--- config.mk ---
export PLATFORM = sky130hd
export DESIGN_NAME = lane_error_status_regs
export DESIGN_NICKNAME = d
export VERILOG_FILES = /design/src/pkg/lane_err_pkg.sv /design/src/verilog/avmm_reg_port.sv /design/src/verilog/lane_error_status_regs.sv /design/src/verilog/lane_flag_field.sv
export SDC_FILE = /design/constraint.sdc
export NUM_CORES = 1
export LEC_CHECK = 0
export ABC_AREA = 0
export BUFFER_PORTS_ARGS = -buffer_cell sky130_fd_sc_hd__buf_4
export CAP_MARGIN = 20
export CORE_MARGIN = 8
export CORE_UTILIZATION = 53
export CTS_CLUSTER_SIZE = 12
export DETAILED_ROUTE_END_ITERATION = 10
export PLACE_DENSITY = 0.83
export SLEW_MARGIN = 15
export SYNTH_ARGS = -nofsm -noshare
export SYNTH_HDL_FRONTEND = slang
export SYNTH_HIERARCHICAL = 1
export SYNTH_SLANG_ARGS = --single-unit
--- constraint.sdc ---
create_clock -name clk_sys -period 2.3 [get_ports clk_sys]
set_clock_uncertainty 0.1 [all_clocks]
set_input_delay 0.23 -clock clk_sys [delete_from_list [all_inputs] [get_ports clk_sys]]
set_output_delay 0.23 -clock clk_sys [all_outputs]
set_load 0.01 [all_outputs]
--- src/pkg/lane_err_pkg.sv ---
// ****************************************************************
// lane error status constants and carriers
// ****************************************************************
package lane_err_pkg;

  localparam int unsigned LANE_COUNT = 8;
  localparam int unsigned HALF_LANES = 4;
  localparam int unsigned ADDR_W     = 12;
  localparam int unsigned DATA_W     = 32;
  localparam int unsigned BE_W       = 4;

  // ****************************************************************
  // register map, byte addresses
  // ****************************************************************
  localparam logic [ADDR_W-1:0] CODING_STS_OFS  = 12'h051c;
  localparam logic [ADDR_W-1:0] ELASTIC_STS_OFS = 12'h0520;

  // ****************************************************************
  // field layout: low field in byte 0, high field in byte 2
  // ****************************************************************
  localparam int unsigned LO_FIELD_LSB = 0;
  localparam int unsigned HI_FIELD_LSB = 16;
  localparam int unsigned LO_FIELD_BE  = 0;
  localparam int unsigned HI_FIELD_BE  = 2;

  localparam logic [LANE_COUNT-1:0] FIELD_RESET = 8'h00;
  localparam logic [LANE_COUNT-1:0] ALL_LANES   = 8'hff;
  localparam logic [LANE_COUNT-1:0] LOW_LANES   = 8'h0f;
  localparam logic [DATA_W-1:0]     READ_ZERO   = 32'h0000_0000;

  // ****************************************************************
  // link training state code as driven by the training machine
  // ****************************************************************
  typedef enum logic [3:0] {
    LTSSM_DETECT    = 4'h0,
    LTSSM_POLLING   = 4'h1,
    LTSSM_CONFIG    = 4'h2,
    LTSSM_L0        = 4'h3,
    LTSSM_RECOVERY  = 4'h4,
    LTSSM_L0S       = 4'h5,
    LTSSM_L1        = 4'h6,
    LTSSM_L2        = 4'h7,
    LTSSM_DISABLED  = 4'h8,
    LTSSM_LOOPBACK  = 4'h9,
    LTSSM_HOT_RESET = 4'ha
  } ltssm_t;

  // per-lane one-cycle event pulses from the lane receivers
  typedef struct packed {
    logic [LANE_COUNT-1:0] disparity;
    logic [LANE_COUNT-1:0] decode;
    logic [LANE_COUNT-1:0] underflow;
    logic [LANE_COUNT-1:0] overflow;
  } lane_events_t;

  // bus request as seen by the register logic
  typedef struct packed {
    logic              read;
    logic              write;
    logic [ADDR_W-1:0] address;
    logic [DATA_W-1:0] writedata;
    logic [BE_W-1:0]   byteenable;
  } bus_req_t;

  typedef enum logic [1:0] {
    BUS_IDLE = 2'b01,
    BUS_ACK  = 2'b10
  } bus_state_t;

endpackage : lane_err_pkg

--- src/verilog/avmm_reg_port.sv ---
`timescale 1ns/1ps
// ****************************************************************
// avalon-mm slave handshake: one wait cycle, then acknowledge
// ****************************************************************
module avmm_reg_port (
  input  wire logic                           clk_sys,
  input  wire logic                           sys_rst,
  input  wire lane_err_pkg::bus_req_t         req,
  input  wire logic [lane_err_pkg::DATA_W-1:0] read_value,
  output logic                                waitrequest,
  output logic [lane_err_pkg::DATA_W-1:0]     readdata,
  output logic                                write_strobe
);

  typedef struct packed {
    lane_err_pkg::bus_state_t        bus;
    logic [lane_err_pkg::DATA_W-1:0] rdata;
  } port_state_t;

  port_state_t state_reg;
  port_state_t state_next;

  always_comb begin
    state_next = state_reg;
    case (state_reg.bus)
      lane_err_pkg::BUS_IDLE: begin
        if (req.read || req.write) begin
          state_next.bus   = lane_err_pkg::BUS_ACK;
          // read data is latched so it stands through the ack cycle
          state_next.rdata = req.read ? read_value :
                             lane_err_pkg::READ_ZERO;
        end
      end
      lane_err_pkg::BUS_ACK: begin
        state_next.bus = lane_err_pkg::BUS_IDLE;
      end
      default: begin
        state_next.bus = lane_err_pkg::BUS_IDLE;
      end
    endcase
  end

  always_ff @(posedge clk_sys or posedge sys_rst) begin
    if (sys_rst) begin
      state_reg.bus   <= lane_err_pkg::BUS_IDLE;
      state_reg.rdata <= lane_err_pkg::READ_ZERO;
    end else begin
      state_reg <= state_next;
    end
  end

  assign waitrequest  = (state_reg.bus != lane_err_pkg::BUS_ACK);
  assign readdata     = state_reg.rdata;
  assign write_strobe = (state_reg.bus == lane_err_pkg::BUS_ACK) &&
                        req.write;

endmodule : avmm_reg_port

--- src/verilog/lane_error_status_regs.sv ---
`timescale 1ns/1ps
// Behaviour
// - each bit of an eight-bit field belongs to the lane of equal number.
// - a running disparity error on a lane sets its disparity bit.
// - disparity errors are logged only while training is in L0.
// - an 8b/10b decode error on a lane sets its decode bit.
// - decode errors log only in L0, Configuration, Disabled or Hot-Reset.
// - a receiver that inserts zero bytes sets its underflow bit in L0 only.
// - a receiver that drops bytes sets its overflow bit in L0 only.
// - writing one clears a status bit, zero leaves it, set bits hold.
// - underflow and overflow survive the port reset, the others do not.
// - on an even port the upper four lanes count only when merged.
// - on an odd port the upper four lanes never count.
module lane_error_status_regs (
  input  wire logic                                clk_sys,
  input  wire logic                                sys_rst,
  input  wire logic                                port_soft_rst,
  input  wire logic                                port_is_odd,
  input  wire logic                                merged_mode,
  input  wire lane_err_pkg::ltssm_t                ltssm_state,
  input  wire lane_err_pkg::lane_events_t          lane_events,
  input  wire logic [lane_err_pkg::ADDR_W-1:0]     address,
  input  wire logic                                read,
  input  wire logic                                write,
  input  wire logic [lane_err_pkg::DATA_W-1:0]     writedata,
  input  wire logic [lane_err_pkg::BE_W-1:0]       byteenable,
  output logic [lane_err_pkg::DATA_W-1:0]          readdata,
  output logic                                     waitrequest,
  output logic                                     lane_error_seen
);

  // ****************************************************************
  // state of this level: the qualified events, one stage deep
  // ****************************************************************
  typedef struct packed {
    lane_err_pkg::lane_events_t    qual;
    logic                          any_flag;
  } top_state_t;

  top_state_t                          state_reg;
  top_state_t                          state_next;

  lane_err_pkg::bus_req_t              req;
  logic                                write_strobe;
  logic [lane_err_pkg::DATA_W-1:0]     read_value;

  logic                                in_l0;
  logic                                decode_window;
  logic [lane_err_pkg::LANE_COUNT-1:0] lane_mask;

  logic [lane_err_pkg::LANE_COUNT-1:0] disparity_error_bits;
  logic [lane_err_pkg::LANE_COUNT-1:0] decode_error_bits;
  logic [lane_err_pkg::LANE_COUNT-1:0] rx_underflow_bits;
  logic [lane_err_pkg::LANE_COUNT-1:0] rx_overflow_bits;

  logic [lane_err_pkg::LANE_COUNT-1:0] clr_disparity;
  logic [lane_err_pkg::LANE_COUNT-1:0] clr_decode;
  logic [lane_err_pkg::LANE_COUNT-1:0] clr_underflow;
  logic [lane_err_pkg::LANE_COUNT-1:0] clr_overflow;

  logic                                hit_coding;
  logic                                hit_elastic;
  logic                                lo_lane_wr;
  logic                                hi_lane_wr;
  logic [lane_err_pkg::LANE_COUNT-1:0] wr_lo_field;
  logic [lane_err_pkg::LANE_COUNT-1:0] wr_hi_field;

  // ****************************************************************
  // training state gating
  // ****************************************************************
  always_comb begin
    in_l0 = (ltssm_state == lane_err_pkg::LTSSM_L0);
    case (ltssm_state)
      lane_err_pkg::LTSSM_L0,
      lane_err_pkg::LTSSM_CONFIG,
      lane_err_pkg::LTSSM_DISABLED,
      lane_err_pkg::LTSSM_HOT_RESET: begin
        decode_window = 1'b1;
      end
      default: begin
        decode_window = 1'b0;
      end
    endcase
  end

  // ****************************************************************
  // lane ownership
  // ****************************************************************
  // the upper lanes have no defined status unless this port owns them;
  // we keep them at zero rather than let stray events leak in
  always_comb begin
    if (port_is_odd) begin
      lane_mask = lane_err_pkg::LOW_LANES;
    end else if (merged_mode) begin
      lane_mask = lane_err_pkg::ALL_LANES;
    end else begin
      lane_mask = lane_err_pkg::LOW_LANES;
    end
  end

  // ****************************************************************
  // event qualification
  // ****************************************************************
  // one register stage eases timing from the lane receivers; an event
  // therefore shows in the status one cycle after it is sampled
  always_comb begin
    state_next = state_reg;
    state_next.qual.disparity =
      lane_events.disparity & lane_mask & {8{in_l0}};
    state_next.qual.decode =
      lane_events.decode & lane_mask & {8{decode_window}};
    state_next.qual.underflow =
      lane_events.underflow & lane_mask & {8{in_l0}};
    state_next.qual.overflow =
      lane_events.overflow & lane_mask & {8{in_l0}};
    state_next.any_flag = |{disparity_error_bits, decode_error_bits,
                            rx_underflow_bits, rx_overflow_bits};
    // a port reset drops events still in flight for the plain fields
    if (port_soft_rst) begin
      state_next.qual.disparity = lane_err_pkg::FIELD_RESET;
      state_next.qual.decode    = lane_err_pkg::FIELD_RESET;
    end
  end

  always_ff @(posedge clk_sys or posedge sys_rst) begin
    if (sys_rst) begin
      state_reg.qual.disparity <= lane_err_pkg::FIELD_RESET;
      state_reg.qual.decode    <= lane_err_pkg::FIELD_RESET;
      state_reg.qual.underflow <= lane_err_pkg::FIELD_RESET;
      state_reg.qual.overflow  <= lane_err_pkg::FIELD_RESET;
      state_reg.any_flag       <= 1'b0;
    end else begin
      state_reg <= state_next;
    end
  end

  assign lane_error_seen = state_reg.any_flag;

  // ****************************************************************
  // bus port
  // ****************************************************************
  always_comb begin
    req.read       = read;
    req.write      = write;
    req.address    = address;
    req.writedata  = writedata;
    req.byteenable = byteenable;
  end

  avmm_reg_port u_port (
    .clk_sys      (clk_sys),
    .sys_rst      (sys_rst),
    .req          (req),
    .read_value   (read_value),
    .waitrequest  (waitrequest),
    .readdata     (readdata),
    .write_strobe (write_strobe)
  );

  // ****************************************************************
  // address decode and write-one-to-clear masks
  // ****************************************************************
  // only bytes 0 and 2 carry fields; writes to reserved bytes are lost
  always_comb begin
    hit_coding  = (address == lane_err_pkg::CODING_STS_OFS);
    hit_elastic = (address == lane_err_pkg::ELASTIC_STS_OFS);
    lo_lane_wr  = write_strobe &
                  byteenable[lane_err_pkg::LO_FIELD_BE];
    hi_lane_wr  = write_strobe &
                  byteenable[lane_err_pkg::HI_FIELD_BE];
    wr_lo_field = writedata[lane_err_pkg::LO_FIELD_LSB +:
                            lane_err_pkg::LANE_COUNT];
    wr_hi_field = writedata[lane_err_pkg::HI_FIELD_LSB +:
                            lane_err_pkg::LANE_COUNT];
    clr_disparity = wr_lo_field & {8{hit_coding  & lo_lane_wr}};
    clr_decode    = wr_hi_field & {8{hit_coding  & hi_lane_wr}};
    clr_underflow = wr_lo_field & {8{hit_elastic & lo_lane_wr}};
    clr_overflow  = wr_hi_field & {8{hit_elastic & hi_lane_wr}};
  end

  // ****************************************************************
  // flag fields
  // ****************************************************************
  lane_flag_field #(
    .WIDTH  (lane_err_pkg::LANE_COUNT),
    .STICKY (1'b0)
  ) u_disparity (
    .clk_sys    (clk_sys),
    .sys_rst    (sys_rst),
    .soft_rst   (port_soft_rst),
    .set_bits   (state_reg.qual.disparity),
    .clear_bits (clr_disparity),
    .flags      (disparity_error_bits)
  );

  lane_flag_field #(
    .WIDTH  (lane_err_pkg::LANE_COUNT),
    .STICKY (1'b0)
  ) u_decode (
    .clk_sys    (clk_sys),
    .sys_rst    (sys_rst),
    .soft_rst   (port_soft_rst),
    .set_bits   (state_reg.qual.decode),
    .clear_bits (clr_decode),
    .flags      (decode_error_bits)
  );

  lane_flag_field #(
    .WIDTH  (lane_err_pkg::LANE_COUNT),
    .STICKY (1'b1)
  ) u_underflow (
    .clk_sys    (clk_sys),
    .sys_rst    (sys_rst),
    .soft_rst   (port_soft_rst),
    .set_bits   (state_reg.qual.underflow),
    .clear_bits (clr_underflow),
    .flags      (rx_underflow_bits)
  );

  lane_flag_field #(
    .WIDTH  (lane_err_pkg::LANE_COUNT),
    .STICKY (1'b1)
  ) u_overflow (
    .clk_sys    (clk_sys),
    .sys_rst    (sys_rst),
    .soft_rst   (port_soft_rst),
    .set_bits   (state_reg.qual.overflow),
    .clear_bits (clr_overflow),
    .flags      (rx_overflow_bits)
  );

  // ****************************************************************
  // read back
  // ****************************************************************
  // unowned lanes are masked on read too, so a change of merge mode
  // cannot expose bits captured under the other lane ownership
  always_comb begin
    read_value = lane_err_pkg::READ_ZERO;
    if (hit_coding) begin
      read_value[lane_err_pkg::LO_FIELD_LSB +: lane_err_pkg::LANE_COUNT] =
        disparity_error_bits & lane_mask;
      read_value[lane_err_pkg::HI_FIELD_LSB +: lane_err_pkg::LANE_COUNT] =
        decode_error_bits & lane_mask;
    end else if (hit_elastic) begin
      read_value[lane_err_pkg::LO_FIELD_LSB +: lane_err_pkg::LANE_COUNT] =
        rx_underflow_bits & lane_mask;
      read_value[lane_err_pkg::HI_FIELD_LSB +: lane_err_pkg::LANE_COUNT] =
        rx_overflow_bits & lane_mask;
    end
  end

endmodule : lane_error_status_regs

--- src/verilog/lane_flag_field.sv ---
`timescale 1ns/1ps
// ****************************************************************
// write-one-to-clear flag field, optionally sticky
// ****************************************************************
module lane_flag_field #(
  parameter int unsigned WIDTH  = 8,
  parameter bit          STICKY = 1'b0
) (
  input  wire logic             clk_sys,
  input  wire logic             sys_rst,
  input  wire logic             soft_rst,
  input  wire logic [WIDTH-1:0] set_bits,
  input  wire logic [WIDTH-1:0] clear_bits,
  output logic      [WIDTH-1:0] flags
);

  typedef struct packed {
    logic [WIDTH-1:0] flags;
  } field_state_t;

  field_state_t     state_reg;
  field_state_t     state_next;
  logic [WIDTH-1:0] bit_next;
  logic             wipe;

  // sticky fields survive the port's non-fundamental reset
  assign wipe = soft_rst & ~STICKY;

  genvar i;
  generate
    for (i = 0; i < WIDTH; i++) begin : g_bit
      // a set in the clearing cycle wins over the clear
      assign bit_next[i] = wipe ? 1'b0 :
        (set_bits[i] | (state_reg.flags[i] & ~clear_bits[i]));
    end
  endgenerate

  always_comb begin
    state_next       = state_reg;
    state_next.flags = bit_next;
  end

  always_ff @(posedge clk_sys or posedge sys_rst) begin
    if (sys_rst) begin
      state_reg.flags <= '0;
    end else begin
      state_reg <= state_next;
    end
  end

  assign flags = state_reg.flags;

endmodule : lane_flag_field
==> reports/results.tsv <==
stage	metric	value	unit
status	status	completed	
setup_path	path_max_fanout	8	
clocking	ctsResizeCount	0	
sta	hold_viol	0	
drt	num_vias	3279	
global_routing	grt_pass1_wl	17.0	mm
clocking	cts_sinks	99	
synthesis	ys_seq_area_frac	0.540	
finish	area_delta_synth_final	26.1	%
finish	fillers	589	
place	gp_congestion	0.829	
clocking	cts_buffers	9	
setup_path	worstPathRequired	2.44	ns
place	buffer_ports.inserted	106	
pwr	p_leak	2.73	nW
floorplanning	rows	34	
drt	wl	10.3	mm
sta	min_period	1.94	ns
drt	vias_per_cell	5.04	
floorplanning	dieWidth	109	um
sta	hold_ws	0.116	ns
drt	wire_per_inst	15.8	um
synthesis	yosysWarnings	6	
place	dp_cells	601	
global_routing	overflow	0	
setup_path	arrival	2.08	ns
drt	drtIter0Drc	100	
sta	fin_crit_sh	0.842	
setup_path	startpoint_type	flip-flop	
sta	fin_tns_setup	0	ns
synthesis	ys_async_sr_fraction	1.00	
pwr	peakVddDrop	0.368	mV
clocking	cts_tree	yes	
job	maxCapViolations	0	
synthesis	syn_inst	414	
drt	drt_pre_antenna_iters	4	
finish	drive_above_1_share	0.317	
floorplanning	fp.dieArea	0.0119	mm2
finish	fin_cells	650	
global_routing	track_usage	0.181	
sta	tightestPinTransition	0.740	ns
synthesis	synth_flop_cell	dfrtp_1	
synthesis	synth_edf_count	0	
sta	rsz0062_at_grt	false	
synthesis	avgSynthCellArea	11.1	um2
clocking	cts_hold_buf	31	
global_routing	antenna_found_initial	0	
pwr	powerDensity	715	mW/mm2
clocking	htreeDepth	3	
sta	setup_violations	0	
synthesis	synth_seq_cells	99	
synthesis	netlist_area	0.00459	mm2
floorplanning	coreArea	0.00855	mm2
clocking	root_buffer	clkbuf_8	
global_routing	first_global_vias	3519	
clocking	cts_buffer_depth	2	
clocking	post_cts_buffers	0	
sta	fmax	0.516	GHz
setup_path	critical_path_class	flip-flop to flip-flop	
setup_path	worstSetupEndpointType	flip-flop	
finish	num-nets-final	628	
place	dp_hpwl	7.66	mm
global_routing	grt_max_degree	35	
min_path	hold_path.class	primary input to flip-flop	
sta	final-max-slew-violation-count	0	
drt	ant_nets	0	
floorplanning	initial_utilization	0.537	
floorplanning	ios	125	
synthesis	synth.distinct_cells	35	
drt	drc	0	
clocking	clk_latency	0.36	ns
sta	slew_headroom	0.507	
finish	antenna_cells	0	
floorplanning	die_y	109	um
clocking	path_clk_slew	0.10	ns
final cells by class:
class	instances	area (um2)	area share
repair buffers	147	1190	0.206
well taps	108	135	0.0233
inverters	40	150	0.0259
clock buffers	10	128	0.0220
clock inverters	6	58.8	0.0102
flip-flops and latches	99	2480	0.428
multi-input cells	240	1650	0.285
power breakdown:
group | leakage (nW) | internal [mW] | total [mW] | switching [mW]
Sequential | 1.31 | 1.96 | 2.12 | 0.153
Combinational | 1.33 | 0.526 | 0.978 | 0.452
Clock | 0.0924 | 0.420 | 1.05 | 0.625
Total | 2.73 | 2.91 | 4.14 | 1.23
cells in the final DEF (no fill, tap or decap), types with 2 or more instances in the layout:
master and count:
nor2_1 50, inv_1 40, dlygate4sd3_1 33, conb_1 16, and2_1 18, and3_1 16
clkinv_4 2, a21oi_2 16, buf_4 113, nand2_1 18, clkbuf_8 9, a21o_1 16
nor4_1 9, nand4_1 2, nand2b_4 16, a22oi_1 16, a22o_1 32, inv_8 3
dfrtp_1 98
worst max-delay path, cell delays in order, from the launching register on:
cell,delay (ns)
dfrtp_1,0.41
or2b_1,0.26
nor2_1,0.22
and2_1,0.33
nand2_1,0.14
nor2_1,0.15
nand2b_4,0.16
a21oi_2,0.05
cells in the mapped netlist (2+ instances only):
master / number / area [um2]
buf_2: 6 / 30.0
buf_6: 7 / 78.8
nor4_1: 9 / 56.3
and3_1: 16 / 100
a21o_1: 16 / 120
nand4_1: 2 / 12.5
a22oi_1: 16 / 120
and2_1: 18 / 113
clkbuf_1: 3 / 11.3
nand2b_4: 16 / 220
a21oi_2: 16 / 140
inv_1: 40 / 150
buf_4: 33 / 248
a22o_1: 32 / 280
nor2_1: 50 / 188
dfrtp_1: 98 / 2450
nand2_1: 18 / 67.6
per-layer routing:
metal,GRT usage,up-vias,wire length (um),share of wire
li1,-,1581,-,-
met1,0.228,1560,4290,0.42
met2,0.299,126,4970,0.48
met3,0.0520,12,883,0.086
met4,0.0518,0,136,0.013
met5,0,-,0,0
through the flow:
stage	utilization	instance area, um2	setup WS (ns)	power [mW]
finish	0.677	5790	0.364	4.14
global route	0.677	5790	0.249	4.35
CTS	0.675	5770	0.375	4.17
detailed placement	0.617	5280	0.390	3.09
global placement	0.615	5260	0.487	3.03
floorplan	-	4650	0.635	2.85
cells by family after synthesis:
family                 count (synthesis)  synth area share
and+or+nand+nor                      142             0.197
DFF                                   99             0.540
buffers and inverters                 90             0.114
AOI/OAI and AO/OA                     82             0.149
other                                  1          0.000816
final timing paths:
| kind | end | slack (ns) | depth (start not counted) | start |
|---|---|---|---|---|
| min reg2reg | u_underflow/flags[3] | 0.33 | 1 | state_reg[12] |
| min in group asynchronous | u_decode/flags[3] | 0.30 | 3 | sys_rst |
| max reg2reg | u_disparity/flags[6] | 0.36 | 7 | u_port/state_reg[33] |
| min | u_disparity/flags[5] | 0.12 | 2 | port_soft_rst |
| max | u_disparity/flags[6] | 0.36 | 7 | u_port/state_reg[33] |
| max in group asynchronous | u_port/state_reg[32] | 1.30 | 4 | sys_rst |
No activity file was read; power rests on OpenSTA's default activity.
